===== src/udt_pkg.sv =====
// Shared constants, fields and types of the UART decode trigger.
// Assumes a single 200 MHz sampling clock and an APB register port.
package udt_pkg;
  // Sampling clock rate in Hz
  localparam int CLK_HZ = 200_000_000;
  // User bit-rate limits in bit/s
  localparam int RATE_MIN = 150;
  localparam int RATE_MAX = 39_062_500;
  // Bit divisor limits, clock cycles per bit
  localparam logic [20:0] DIV_MIN = 21'(CLK_HZ / RATE_MAX);
  localparam logic [20:0] DIV_MAX = 21'(CLK_HZ / RATE_MIN);
  // Data size limits
  localparam logic [3:0] DBITS_MIN = 4'h5;
  localparam logic [3:0] DBITS_MAX = 4'h9;
  // Widths of idle count, offset, symbol index, symbol
  localparam int IDLE_W = 24;
  localparam int POFF_W = 12;
  localparam int SIDX_W = 13;
  localparam int SYM_W = 9;
  // Register byte offsets
  localparam logic [7:0] A_CTRL = 8'h00;
  localparam logic [7:0] A_DIV = 8'h04;
  localparam logic [7:0] A_IDLE = 8'h08;
  localparam logic [7:0] A_POFF = 8'h0C;
  localparam logic [7:0] A_PAT0 = 8'h10;
  localparam logic [7:0] A_PAT1 = 8'h14;
  localparam logic [7:0] A_PAT2 = 8'h18;
  localparam logic [7:0] A_PAT3 = 8'h1C;
  localparam logic [7:0] A_STAT = 8'h20;
  localparam logic [7:0] A_TCNT = 8'h24;
  // Control register fields
  localparam int C_EN = 0;
  localparam int C_POL = 1;
  localparam int C_PAR = 2;
  localparam int C_STOP = 4;
  localparam int C_DBITS = 6;
  localparam int C_TXEN = 10;
  localparam int C_SRC = 11;
  localparam int C_BUS = 12;
  localparam int C_PRE = 14;
  localparam int C_RIDX = 15;
  localparam int C_MODE = 18;
  localparam int C_PLEN = 21;
  // Pattern register: value low, care mask high
  localparam int P_MASK = 16;
  // Status register fields
  localparam int S_TRIG = 0;
  localparam int S_TXOK = 1;
  localparam int S_SIDX = 4;
  localparam int S_LAST = 20;
  // Reset values: 8 data bits, 9600 bit/s, 1 ms idle
  localparam logic [31:0] CTRL_RST = 32'h0000_0200;
  localparam logic [20:0] DIV_RST = 21'(CLK_HZ / 9600);
  localparam logic [23:0] IDLE_RST = 24'(CLK_HZ / 1000);
  // Parity choices
  typedef enum logic [1:0] {
    UDT_PAR_NONE = 2'h0, UDT_PAR_EVEN = 2'h1, UDT_PAR_ODD = 2'h2
  } udt_par_t;
  // Stop lengths
  typedef enum logic [1:0] {
    UDT_STOP_1 = 2'h0, UDT_STOP_15 = 2'h1, UDT_STOP_2 = 2'h2
  } udt_stop_t;
  // Trigger conditions
  typedef enum logic [2:0] {
    UDT_T_START = 3'h0, UDT_T_FSTART = 3'h1, UDT_T_FERR = 3'h2,
    UDT_T_SYMN = 3'h3, UDT_T_BRK = 3'h4, UDT_T_PERR = 3'h5,
    UDT_T_PAT = 3'h6, UDT_T_ANY = 3'h7
  } udt_mode_t;
  // Receiver states, Gray along the symbol path
  typedef enum logic [2:0] {
    UDT_IDLE = 3'h0, UDT_START = 3'h1, UDT_DATA = 3'h3,
    UDT_PARB = 3'h2, UDT_STOP = 3'h6, UDT_XSTOP = 3'h7
  } udt_st_t;
  // Divisor of a predefined rate
  function automatic logic [20:0] udt_rate_div(input logic [2:0] idx);
    case (idx)
      3'h0: return 21'(CLK_HZ / 300);
      3'h1: return 21'(CLK_HZ / 1200);
      3'h2: return 21'(CLK_HZ / 2400);
      3'h3: return 21'(CLK_HZ / 9600);
      3'h4: return 21'(CLK_HZ / 19200);
      3'h5: return 21'(CLK_HZ / 57600);
      3'h6: return 21'(CLK_HZ / 115200);
      default: return 21'(CLK_HZ / 1_000_000);
    endcase
  endfunction
endpackage


===== src/udt_rx.sv =====
// One-line symbol receiver with oversampled bit timing.
// Assumes an asynchronous line input and settings from the same clock.
module udt_rx
  import udt_pkg::*;
(
  input wire logic clk_sys,
  input wire logic nrst,
  input wire logic line_in,
  input wire logic enable,
  input wire logic pol_low,
  input wire logic [20:0] div,
  input wire logic [20:0] xstop,
  input wire logic [3:0] nbits,
  input wire logic [1:0] par,
  input wire logic [IDLE_W-1:0] idle_thr,
  output logic start_p,
  output logic fstart_p,
  output logic sym_p,
  output logic [SYM_W-1:0] sym_data,
  output logic par_err,
  output logic frm_err,
  output logic brk
);
  logic s1_r, s2_r, lq_r, pb_r, gok_r;
  udt_st_t st_r;
  logic [20:0] cnt_r;
  logic [3:0] bit_r;
  logic [SYM_W-1:0] sh_r;
  logic [IDLE_W-1:0] gap_r;
  // Logic level after polarity; start edge; bit centre
  // [RULE_06] polarity picks the one level
  wire lvl = s2_r ^ pol_low;
  wire fall = lq_r & ~lvl;
  wire tick = (cnt_r == 21'h0);
  wire [20:0] half = div >> 1;
  wire odd = ^sh_r ^ pb_r;
  wire perr = (par == UDT_PAR_EVEN) ? odd : (par == UDT_PAR_ODD) & ~odd;
  // Line synchroniser; first flop feeds only the second
  always_ff @(posedge clk_sys) begin
    if (!nrst) begin
      s1_r <= 1'b1;
      s2_r <= 1'b1;
    end else begin
      s1_r <= line_in;
      s2_r <= s1_r;
    end
  end
  // Symbol sequencer
  always_ff @(posedge clk_sys) begin
    if (!nrst) begin
      st_r <= UDT_IDLE;
      lq_r <= 1'b1;
      cnt_r <= 21'h0;
      bit_r <= 4'h0;
      sh_r <= '0;
      pb_r <= 1'b0;
      gap_r <= '1;
      gok_r <= 1'b0;
      {start_p, fstart_p, sym_p, par_err, frm_err, brk} <= 6'h00;
      sym_data <= '0;
    end else begin
      lq_r <= lvl;
      {start_p, fstart_p, sym_p} <= 3'h0;
      cnt_r <= tick ? cnt_r : cnt_r - 21'h1;
      // Idle gap counts from the return to idle, half a bit before the last stop bit ends
      if (st_r == UDT_IDLE && lvl && gap_r != '1)
        gap_r <= gap_r + IDLE_W'(1);
      if (!enable) begin
        st_r <= UDT_IDLE;
      // [RULE_23] resync on start edge
      end else if (fall && (st_r == UDT_IDLE || st_r == UDT_XSTOP)) begin
        st_r <= UDT_START;
        cnt_r <= half;
        // [RULE_13] gap measured here
        gok_r <= (gap_r >= idle_thr);
        gap_r <= '0;
      end else begin
        case (st_r)
          UDT_START: if (tick) begin
            // [RULE_02] start must read zero
            if (!lvl) begin
              st_r <= UDT_DATA;
              start_p <= 1'b1;
              fstart_p <= gok_r;
              cnt_r <= div - 21'h1;
              bit_r <= 4'h0;
              sh_r <= '0;
              pb_r <= 1'b0;
            end else begin
              st_r <= UDT_IDLE;
            end
          end
          UDT_DATA: if (tick) begin
            // [RULE_12] data bits LSB first
            sh_r[bit_r] <= lvl;
            bit_r <= bit_r + 4'h1;
            cnt_r <= div - 21'h1;
            if (bit_r == nbits - 4'h1)
              st_r <= (par == UDT_PAR_NONE) ? UDT_STOP : UDT_PARB;
          end
          UDT_PARB: if (tick) begin
            pb_r <= lvl;
            cnt_r <= div - 21'h1;
            st_r <= UDT_STOP;
          end
          UDT_STOP: if (tick) begin
            // [RULE_03] stop must read one
            sym_p <= 1'b1;
            sym_data <= sh_r;
            // [RULE_08] [RULE_09] parity check
            par_err <= perr;
            frm_err <= ~lvl;
            // [RULE_16] line low through the stop
            brk <= ~lvl & (sh_r == '0) & ~pb_r;
            // [RULE_10] extra half or whole stop bit
            cnt_r <= xstop;
            st_r <= (lvl && xstop != 21'h0) ? UDT_XSTOP : UDT_IDLE;
          end
          UDT_XSTOP: if (tick) st_r <= UDT_IDLE;
          default: st_r <= UDT_IDLE;
        endcase
      end
    end
  end
endmodule // udt_rx


===== src/udt_top.sv =====
// UART decode trigger: receive and transmit line decoders,
// trigger conditions, pattern matcher and APB register file.
// Assumes lines are asynchronous and APB runs on clk_sys.
//
// Notes on behaviour
// [RULE_01] Symbol: start, data, optional parity, stops
// [RULE_02] Start bit is logic zero
// [RULE_03] Stop bits and idle are logic one
// [RULE_04] Symbols group into frames split by pauses
// [RULE_05] No line clock; timing from configured rate
// [RULE_06] Polarity selects which level means one
// [RULE_07] One polarity serves both lines
// [RULE_08] Even parity: total ones even
// [RULE_09] Odd parity: total ones odd; none: absent
// [RULE_10] Stop length one, one and half, two
// [RULE_11] Preset rates from 300 or user rate
// [RULE_12] Data size five to nine bits
// [RULE_13] Idle time is minimum gap between frames
// [RULE_14] Transmit line only on bus one, three
// [RULE_15] Trigger on start bit or frame start
// [RULE_16] Break: start not followed by stop
// [RULE_17] Parity error and frame error triggers
// [RULE_18] Pattern of one to four symbols at offset
// [RULE_19] Any-symbol trigger matches one symbol anywhere
// [RULE_20] Offset zero to 4095 symbols into frame
// [RULE_21] Pattern bits zero, one or don't care
// [RULE_22] Source selects receive or transmit line
// [RULE_23] Oversample, resync on start, sample centre
module udt_top
  import udt_pkg::*;
(
  input wire logic clk_sys,
  input wire logic nrst,
  input wire logic rx_line,
  input wire logic tx_line,
  input wire logic psel,
  input wire logic penable,
  input wire logic pwrite,
  input wire logic [7:0] paddr,
  input wire logic [31:0] pwdata,
  output logic [31:0] prdata,
  output logic pready,
  output logic pslverr,
  output logic trig_out,
  output logic next_bus_busy
);
  // Register storage
  logic [31:0] ctrl_r;
  logic [20:0] div_r;
  logic [IDLE_W-1:0] idle_r;
  logic [POFF_W-1:0] poff_r;
  logic [31:0] pat_r [4];
  logic trig_st_r;
  logic [31:0] tcnt_r;
  // Frame tracking
  logic [SIDX_W-1:0] sidx_r;
  logic first_r;
  logic ok_r;
  logic [SYM_W-1:0] last_r;
  // Read data before registering
  logic [31:0] rdata;

  // Mask match of one symbol; mask zero bits are don't care
  function automatic logic sym_match(input logic [SYM_W-1:0] s,
                                     input logic [31:0] p);
    return ((s ^ p[SYM_W-1:0]) & p[P_MASK +: SYM_W]) == '0;
  endfunction

  // Control field decode
  wire en = ctrl_r[C_EN];
  wire pol_low = ctrl_r[C_POL];
  wire [1:0] par = ctrl_r[C_PAR +: 2];
  wire [1:0] stop = ctrl_r[C_STOP +: 2];
  wire [3:0] dbits_raw = ctrl_r[C_DBITS +: 4];
  wire [1:0] bus_ch = ctrl_r[C_BUS +: 2];
  wire [2:0] mode = ctrl_r[C_MODE +: 3];
  wire [2:0] plen = {1'b0, ctrl_r[C_PLEN +: 2]} + 3'h1;

  // Data size held within five to nine
  wire [3:0] nbits = (dbits_raw < DBITS_MIN) ? DBITS_MIN :
                     (dbits_raw > DBITS_MAX) ? DBITS_MAX : dbits_raw;

  // [RULE_11] preset table or clamped user rate
  wire [20:0] div_pre = udt_rate_div(ctrl_r[C_RIDX +: 3]);
  wire [20:0] div_usr = (div_r < DIV_MIN) ? DIV_MIN :
                        (div_r > DIV_MAX) ? DIV_MAX : div_r;
  wire [20:0] div = ctrl_r[C_PRE] ? div_pre : div_usr;

  // [RULE_10] extra stop time after the first stop centre
  wire [20:0] xstop = (stop == UDT_STOP_15) ? (div >> 1) :
                      (stop == UDT_STOP_2) ? div : 21'h0;

  // [RULE_14] transmit line only on bus one or three
  wire tx_ok = ctrl_r[C_TXEN] & ~bus_ch[0];
  // [RULE_22] source follows granted transmit line
  wire use_tx = ctrl_r[C_SRC] & tx_ok;

  // Decoder outputs per line
  wire r_start, r_fst, r_sym, r_perr, r_ferr, r_brk;
  wire t_start, t_fst, t_sym, t_perr, t_ferr, t_brk;
  wire [SYM_W-1:0] r_data;
  wire [SYM_W-1:0] t_data;

  // Receive line decoder
  // [RULE_05] timed from configured divisor
  udt_rx u_rx (
    .clk_sys(clk_sys),
    .nrst(nrst),
    .line_in(rx_line),
    .enable(en),
    .pol_low(pol_low),
    .div(div),
    .xstop(xstop),
    .nbits(nbits),
    .par(par),
    .idle_thr(idle_r),
    .start_p(r_start),
    .fstart_p(r_fst),
    .sym_p(r_sym),
    .sym_data(r_data),
    .par_err(r_perr),
    .frm_err(r_ferr),
    .brk(r_brk)
  );

  // Transmit line decoder
  // [RULE_07] same polarity on both lines
  udt_rx u_tx (
    .clk_sys(clk_sys),
    .nrst(nrst),
    .line_in(tx_line),
    .enable(en & tx_ok),
    .pol_low(pol_low),
    .div(div),
    .xstop(xstop),
    .nbits(nbits),
    .par(par),
    .idle_thr(idle_r),
    .start_p(t_start),
    .fstart_p(t_fst),
    .sym_p(t_sym),
    .sym_data(t_data),
    .par_err(t_perr),
    .frm_err(t_ferr),
    .brk(t_brk)
  );

  // Selected source events
  wire s_start = use_tx ? t_start : r_start;
  wire s_fst = use_tx ? t_fst : r_fst;
  wire s_sym = use_tx ? t_sym : r_sym;
  wire [SYM_W-1:0] s_data = use_tx ? t_data : r_data;
  wire s_perr = use_tx ? t_perr : r_perr;
  wire s_ferr = use_tx ? t_ferr : r_ferr;
  wire s_brk = use_tx ? t_brk : r_brk;

  // [RULE_04] first symbol after a pause restarts the index
  wire [SIDX_W-1:0] cur = first_r ? '0 :
                          (sidx_r == '1) ? sidx_r : sidx_r + SIDX_W'(1);
  // [RULE_20] position relative to the offset
  wire [SIDX_W-1:0] poff_x = SIDX_W'(poff_r);
  wire in_win = (cur >= poff_x);
  wire [SIDX_W-1:0] k = cur - poff_x;
  wire k_ok = in_win & (k < SIDX_W'(plen));
  wire [1:0] ki = k[1:0];
  // [RULE_21] masked compare of the current symbol
  wire k_hit = sym_match(s_data, pat_r[ki]);
  wire run_ok = (ki == 2'h0) ? k_hit : (ok_r & k_hit);
  wire k_last = (k == SIDX_W'(plen) - SIDX_W'(1));

  // Trigger conditions of the selected mode
  logic fire;
  always_comb begin
    case (mode)
      // [RULE_15] start bit or frame start
      UDT_T_START: fire = s_start;
      UDT_T_FSTART: fire = s_fst;
      // [RULE_17] frame error and parity error
      UDT_T_FERR: fire = s_sym & s_ferr;
      UDT_T_PERR: fire = s_sym & s_perr;
      // Symbol at the offset position
      UDT_T_SYMN: fire = s_sym & (cur == poff_x);
      // [RULE_16] break condition
      UDT_T_BRK: fire = s_sym & s_brk;
      // [RULE_18] pattern complete at its last symbol
      UDT_T_PAT: fire = s_sym & k_ok & k_last & run_ok;
      // [RULE_19] one symbol anywhere
      UDT_T_ANY: fire = s_sym & sym_match(s_data, pat_r[0]);
      default: fire = 1'b0;
    endcase
  end

  // APB decode
  wire setup = psel & ~penable;
  // Refused addresses never reach a register, misaligned ones too
  wire hit = (paddr[1:0] == 2'h0) && (paddr <= A_TCNT);
  wire wr = psel & penable & pwrite & pready & hit;
  wire w_ctrl = wr & (paddr == A_CTRL);
  wire w_div = wr & (paddr == A_DIV);
  wire w_idle = wr & (paddr == A_IDLE);
  wire w_poff = wr & (paddr == A_POFF);
  wire w_pat = wr & (paddr[7:4] == A_PAT0[7:4]);
  wire w_stat = wr & (paddr == A_STAT);
  wire [1:0] pidx = paddr[3:2];

  // Read multiplexer; unused bits read zero, but control and pattern words read back all 32 written bits
  always_comb begin
    rdata = 32'h0;
    case (paddr)
      A_CTRL: rdata = ctrl_r;
      A_DIV: rdata = 32'(div_r);
      A_IDLE: rdata = 32'(idle_r);
      A_POFF: rdata = 32'(poff_r);
      A_PAT0, A_PAT1, A_PAT2, A_PAT3: rdata = pat_r[pidx];
      A_STAT: begin
        rdata[S_TRIG] = trig_st_r;
        rdata[S_TXOK] = tx_ok;
        rdata[S_SIDX +: SIDX_W] = sidx_r;
        rdata[S_LAST +: SYM_W] = last_r;
      end
      A_TCNT: rdata = tcnt_r;
      default: rdata = 32'h0;
    endcase
  end

  // APB answer: ready in the first access cycle
  always_ff @(posedge clk_sys) begin
    if (!nrst) begin
      pready <= 1'b0;
      pslverr <= 1'b0;
      prdata <= 32'h0;
    end else begin
      pready <= setup;
      pslverr <= setup & ~hit;
      // Read data captured for the access phase
      if (setup)
        prdata <= (hit && !pwrite) ? rdata : 32'h0;
    end
  end

  // Configuration registers
  always_ff @(posedge clk_sys) begin
    if (!nrst) begin
      ctrl_r <= CTRL_RST;
      div_r <= DIV_RST;
      idle_r <= IDLE_RST;
      poff_r <= '0;
    end else begin
      if (w_ctrl)
        ctrl_r <= pwdata;
      if (w_div)
        div_r <= pwdata[20:0];
      // [RULE_13] idle threshold in clock cycles
      if (w_idle)
        idle_r <= pwdata[IDLE_W-1:0];
      if (w_poff)
        poff_r <= pwdata[POFF_W-1:0];
    end
  end

  // Pattern registers: value and care mask
  always_ff @(posedge clk_sys) begin
    if (!nrst) begin
      for (int i = 0; i < 4; i++)
        pat_r[i] <= 32'h0;
    end else if (w_pat) begin
      pat_r[pidx] <= pwdata;
    end
  end

  // Frame position and pattern progress
  always_ff @(posedge clk_sys) begin
    if (!nrst) begin
      sidx_r <= '0;
      first_r <= 1'b1;
      ok_r <= 1'b0;
      last_r <= '0;
    end else if (!en) begin
      first_r <= 1'b1;
      ok_r <= 1'b0;
    // [RULE_04] frame start re-arms the index
    end else if (s_fst) begin
      first_r <= 1'b1;
    end else if (s_sym) begin
      sidx_r <= cur;
      first_r <= 1'b0;
      last_r <= s_data;
      ok_r <= k_ok & run_ok;
    end
  end

  // Trigger output, sticky flag and counter
  always_ff @(posedge clk_sys) begin
    if (!nrst) begin
      trig_out <= 1'b0;
      trig_st_r <= 1'b0;
      tcnt_r <= 32'h0;
      next_bus_busy <= 1'b0;
    end else begin
      trig_out <= en & fire;
      // [RULE_14] following bus taken by transmit line
      next_bus_busy <= tx_ok;
      // New trigger wins over a write-one clear
      if (en & fire)
        trig_st_r <= 1'b1;
      else if (w_stat && pwdata[S_TRIG])
        trig_st_r <= 1'b0;
      if (en & fire)
        tcnt_r <= tcnt_r + 32'h1;
    end
  end
endmodule // udt_top


===== config.mk =====
export PLATFORM = sky130hd
export DESIGN_NAME = udt_top
export DESIGN_NICKNAME = d
export VERILOG_FILES = /design/src/udt_pkg.sv /design/src/udt_rx.sv /design/src/udt_top.sv
export SDC_FILE = /design/constraint.sdc
export NUM_CORES = 1
export LEC_CHECK = 0
export BUFFER_PORTS_ARGS = -buffer_cell sky130_fd_sc_hd__buf_2
export CAP_MARGIN = 20
export CORE_ASPECT_RATIO = 1.75
export CORE_MARGIN = 2
export CORE_UTILIZATION = 50
export CTS_CLUSTER_DIAMETER = 200
export DETAILED_ROUTE_END_ITERATION = 12
export GPL_ROUTABILITY_DRIVEN = 1
export MAX_ROUTING_LAYER = met4
export PLACE_DENSITY = 0.74
export SYNTH_ARGS = -nofsm -noshare
export SYNTH_HDL_FRONTEND = slang
export SYNTH_HIERARCHICAL = 1
export SYNTH_SLANG_ARGS = --single-unit

===== constraint.sdc =====
create_clock -name clk_sys -period 6.4 [get_ports clk_sys]
set_clock_uncertainty 0.05 [all_clocks]
set_input_delay 1.28 -clock clk_sys [delete_from_list [all_inputs] [get_ports clk_sys]]
set_output_delay 1.28 -clock clk_sys [all_outputs]
set_load 0.02 [all_outputs]

==> reports/qor.yml <==
ys_ff_latch: 472
utilization_pct: 55.1
synth_edf_count: 128
cp_max_fo: 26
yosys-top-cells-area: "dfxtp_1 (25%), edfxtp_1 (14%), nand2_1 (5.9%), mux4_2 (4.4%), ha_1 (4.2%)"
tightest_slew_ns: 1.22
final_common_cell: "nand2_1"
status: "finished clean"
hold_viol: 0
post_drt_wl_per_cell_um: 24.8
worstSetupPathType: "flop to flop"
grt_pass1_wl_um: 146000
initial_core_util_pct: 50.4
maxCapViolCount: 0
layout-drive-gt1-share_pct: 10.4
hp-start: "u_rx/s1_r"
hp-class: "flop to flop"
clk_pin_slew_ns: 0.07
postLayoutSetupSlackWorst_ns: 0.903
grt.total_usage_pct: 34.4
cts_tree: "done"
syn_nets: 3332
arrival_ns: 5.97
nNetsFinal: 3327
post_dp_cell_area_mm2: 0.0287
yosysTopAreaCell: "dfxtp_1"
rows: 114
grt.overflow.total: 0
grt_start_max_net_pins: 129
pre_cts_slack_ns: 0.986
place.gp.congestion: 1.07
die_h_um: 315
slew_headroom_pct: 16.3
port_buffers: 82
max_freq_ghz: 0.182
drt_iter0_drc: 2500
drc_errors: 0
dp_hpwl_um: 71500
netlist.area_leader.share_pct: 24.9
stdcell_area_mm2: 0.0303
routed_wirelength_um: 97400
start_kind: "flop"
cts_resized: 0
synth_cell_types: 91
cts.hold.buffers_added: 0
final-setup-viol-count: 0
clk_latency_ns: 0.61
leakagePower_nw: 11.3
avgSynthCellArea_um2: 8.66
final_cell_mix: "nand2_1 (432), dfxtp_1 (344), nor2_1 (262), a21oi_1 (228), inv_1 (177)"
ant_nets: 0
first_pass_iters: 6
antenna_found_initial: 2
syn_to_final_growth_pct: 9.52
cts_buffers: 45
syn-cell-area_mm2: 0.0277
setup_tns_ns: 0
clockBufferDepth: 3
pwr_density_cell_mw_per_mm2: 268
synth_top_flop_cell: "dfxtp_1"
grt_pass1_vias: 24300
core_area_mm2: 0.0549
via_count: 25500
whs_ns: 0.354
critPathRequiredTime_ns: 6.88
critical_path.startpoint: "sidx_r[0]"
die_width_um: 182
die_area_mm2: 0.0573
postCtsSetupBuffers: 0
reg2reg_from: "sidx_r[0]"
async_flop_share_pct: 0
htree_levels: 2
fin_crit_ns: 5.50
cts-root-buf: "clkbuf_16"
ys_seq_area_share_pct: 38.8
cts_sinks: 472
ys_warn_count: 6
ir_worst_vdd_mv: 0.220
rsz0062_at_grt: "no"
syn_inst: 3192
finalCritPeriodShare_pct: 85.9
viasPerCell: 6.51
end_kind: "flop"
io_pins: 83
slew_violations: 0
-- where the power goes --
group          internal, mW  switching, mW  total, mW
sequential             3.23          0.192       3.42
clock                  1.67           1.25       2.92
combinational         0.701           1.08       1.78
total                  5.60           2.53       8.13
-- Yosys cell counts, types with 23 or more instances --
cell type	count
a21boi_0	28
a21oi_1	228
a22o_1	24
a22oi_1	78
a31oi_1	23
and2_1	26
and3_1	47
clkbuf_1	153
dfxtp_1	344
edfxtp_1	128
ha_1	92
inv_1	178
mux2i_1	42
mux4_2	54
nand2_1	432
nand2b_1	27
nand3_1	91
nand4_1	54
nor2_1	266
nor2b_1	24
nor3_1	52
nor4_1	39
o21ai_0	148
o31ai_1	25
or3_1	33
xnor2_1	108
xor2_1	59
-- kinds of logic (layout without fill, tap and decap cells) --
| kind of cell | Yosys count | after routing | synth area share, % |
|---|---|---|---|
| fa+ha+maj | 93 | 93 | 4.24 |
| other cells | 0 | 2 | 0 |
| xor+xnor | 168 | 168 | 5.35 |
| buf+inv | 366 | 398 | 5.16 |
| simple gates | 1210 | 1210 | 21.7 |
| flops | 472 | 472 | 38.8 |
| mux | 108 | 108 | 6.48 |
| compound gates | 775 | 775 | 18.2 |
-- sequential cells by signal, indices dropped and copies added (netlist names), 9 cells and up --
| register | flops |
|---|---|
| u_rx/sh_r | 9 |
| pat_r | 128 |
| prdata | 32 |
| tcnt_r | 32 |
| u_tx/cnt_r | 21 |
| last_r | 9 |
| sidx_r | 13 |
| u_rx/sym_data | 9 |
| div_r | 21 |
| u_rx/gap_r | 24 |
| poff_r | 12 |
| idle_r | 24 |
| u_tx/sh_r | 9 |
| u_tx/sym_data | 9 |
| u_tx/gap_r | 24 |
| u_rx/cnt_r | 21 |
| ctrl_r | 32 |
-- worst paths after layout --
| check | end | slack, ns | depth (start not counted) |
|---|---|---|---|
| max reg2reg | tcnt_r[29] | 0.90 | 18 |
| min | u_rx/s2_r | 0.35 | 1 |
| max | tcnt_r[29] | 0.90 | 18 |
| min reg2reg | u_rx/s2_r | 0.35 | 1 |
-- final cells by class --
| class | instances | area [um2] |
|---|---|---|
| Multi-Input combinational cell | 2354 | 15600 |
| Clock inverter | 25 | 322 |
| Timing Repair Buffer | 136 | 832 |
| Inverter | 178 | 671 |
| Tap cell | 696 | 871 |
| Antenna cell | 2 | 5.00 |
| Fill cell | 4923 | 24600 |
| Clock buffer | 59 | 1280 |
| Sequential cell | 472 | 10700 |
-- per-layer routing --
| layer | vias to the layer above | track usage (%) | part of all wire (%) |
|---|---|---|---|
| li1 | 11600 | - | - |
| met1 | 12200 | 34.9 | 34 |
| met2 | 1271 | 58.0 | 49 |
| met3 | 466 | 5.33 | 7.2 |
| met4 | 0 | 29.8 | 10 |
| met5 | - | - | 0 |
-- through the flow --
stage          std cells  power (mW)
5_1_grt             3922        8.44
2_1_floorplan       3192        4.77
6_report            3922        8.13
4_1_cts             3917        8.10
3_5_place_dp        3833        5.21
3_3_place_gp        3833        5.19
-- critical path, cell delays in order (launching register included) --
cell	delay (ns)
dfxtp_1	0.41
ha_1	0.24
nand3_1	0.13
nor2_1	0.19
nand4_1	0.42
xor2_1	0.29
nand2_1	0.11
ha_1	0.17
inv_1	0.06
fa_1	0.53
buf_4	0.31
mux4_2	0.36
xnor2_1	0.14
a22oi_1	0.24
o2111ai_1	0.23
nor4_4	0.44
a22oi_2	0.37
or4_1	0.57
a21oi_1	0.14
Power figures use the tool's default switching activity.
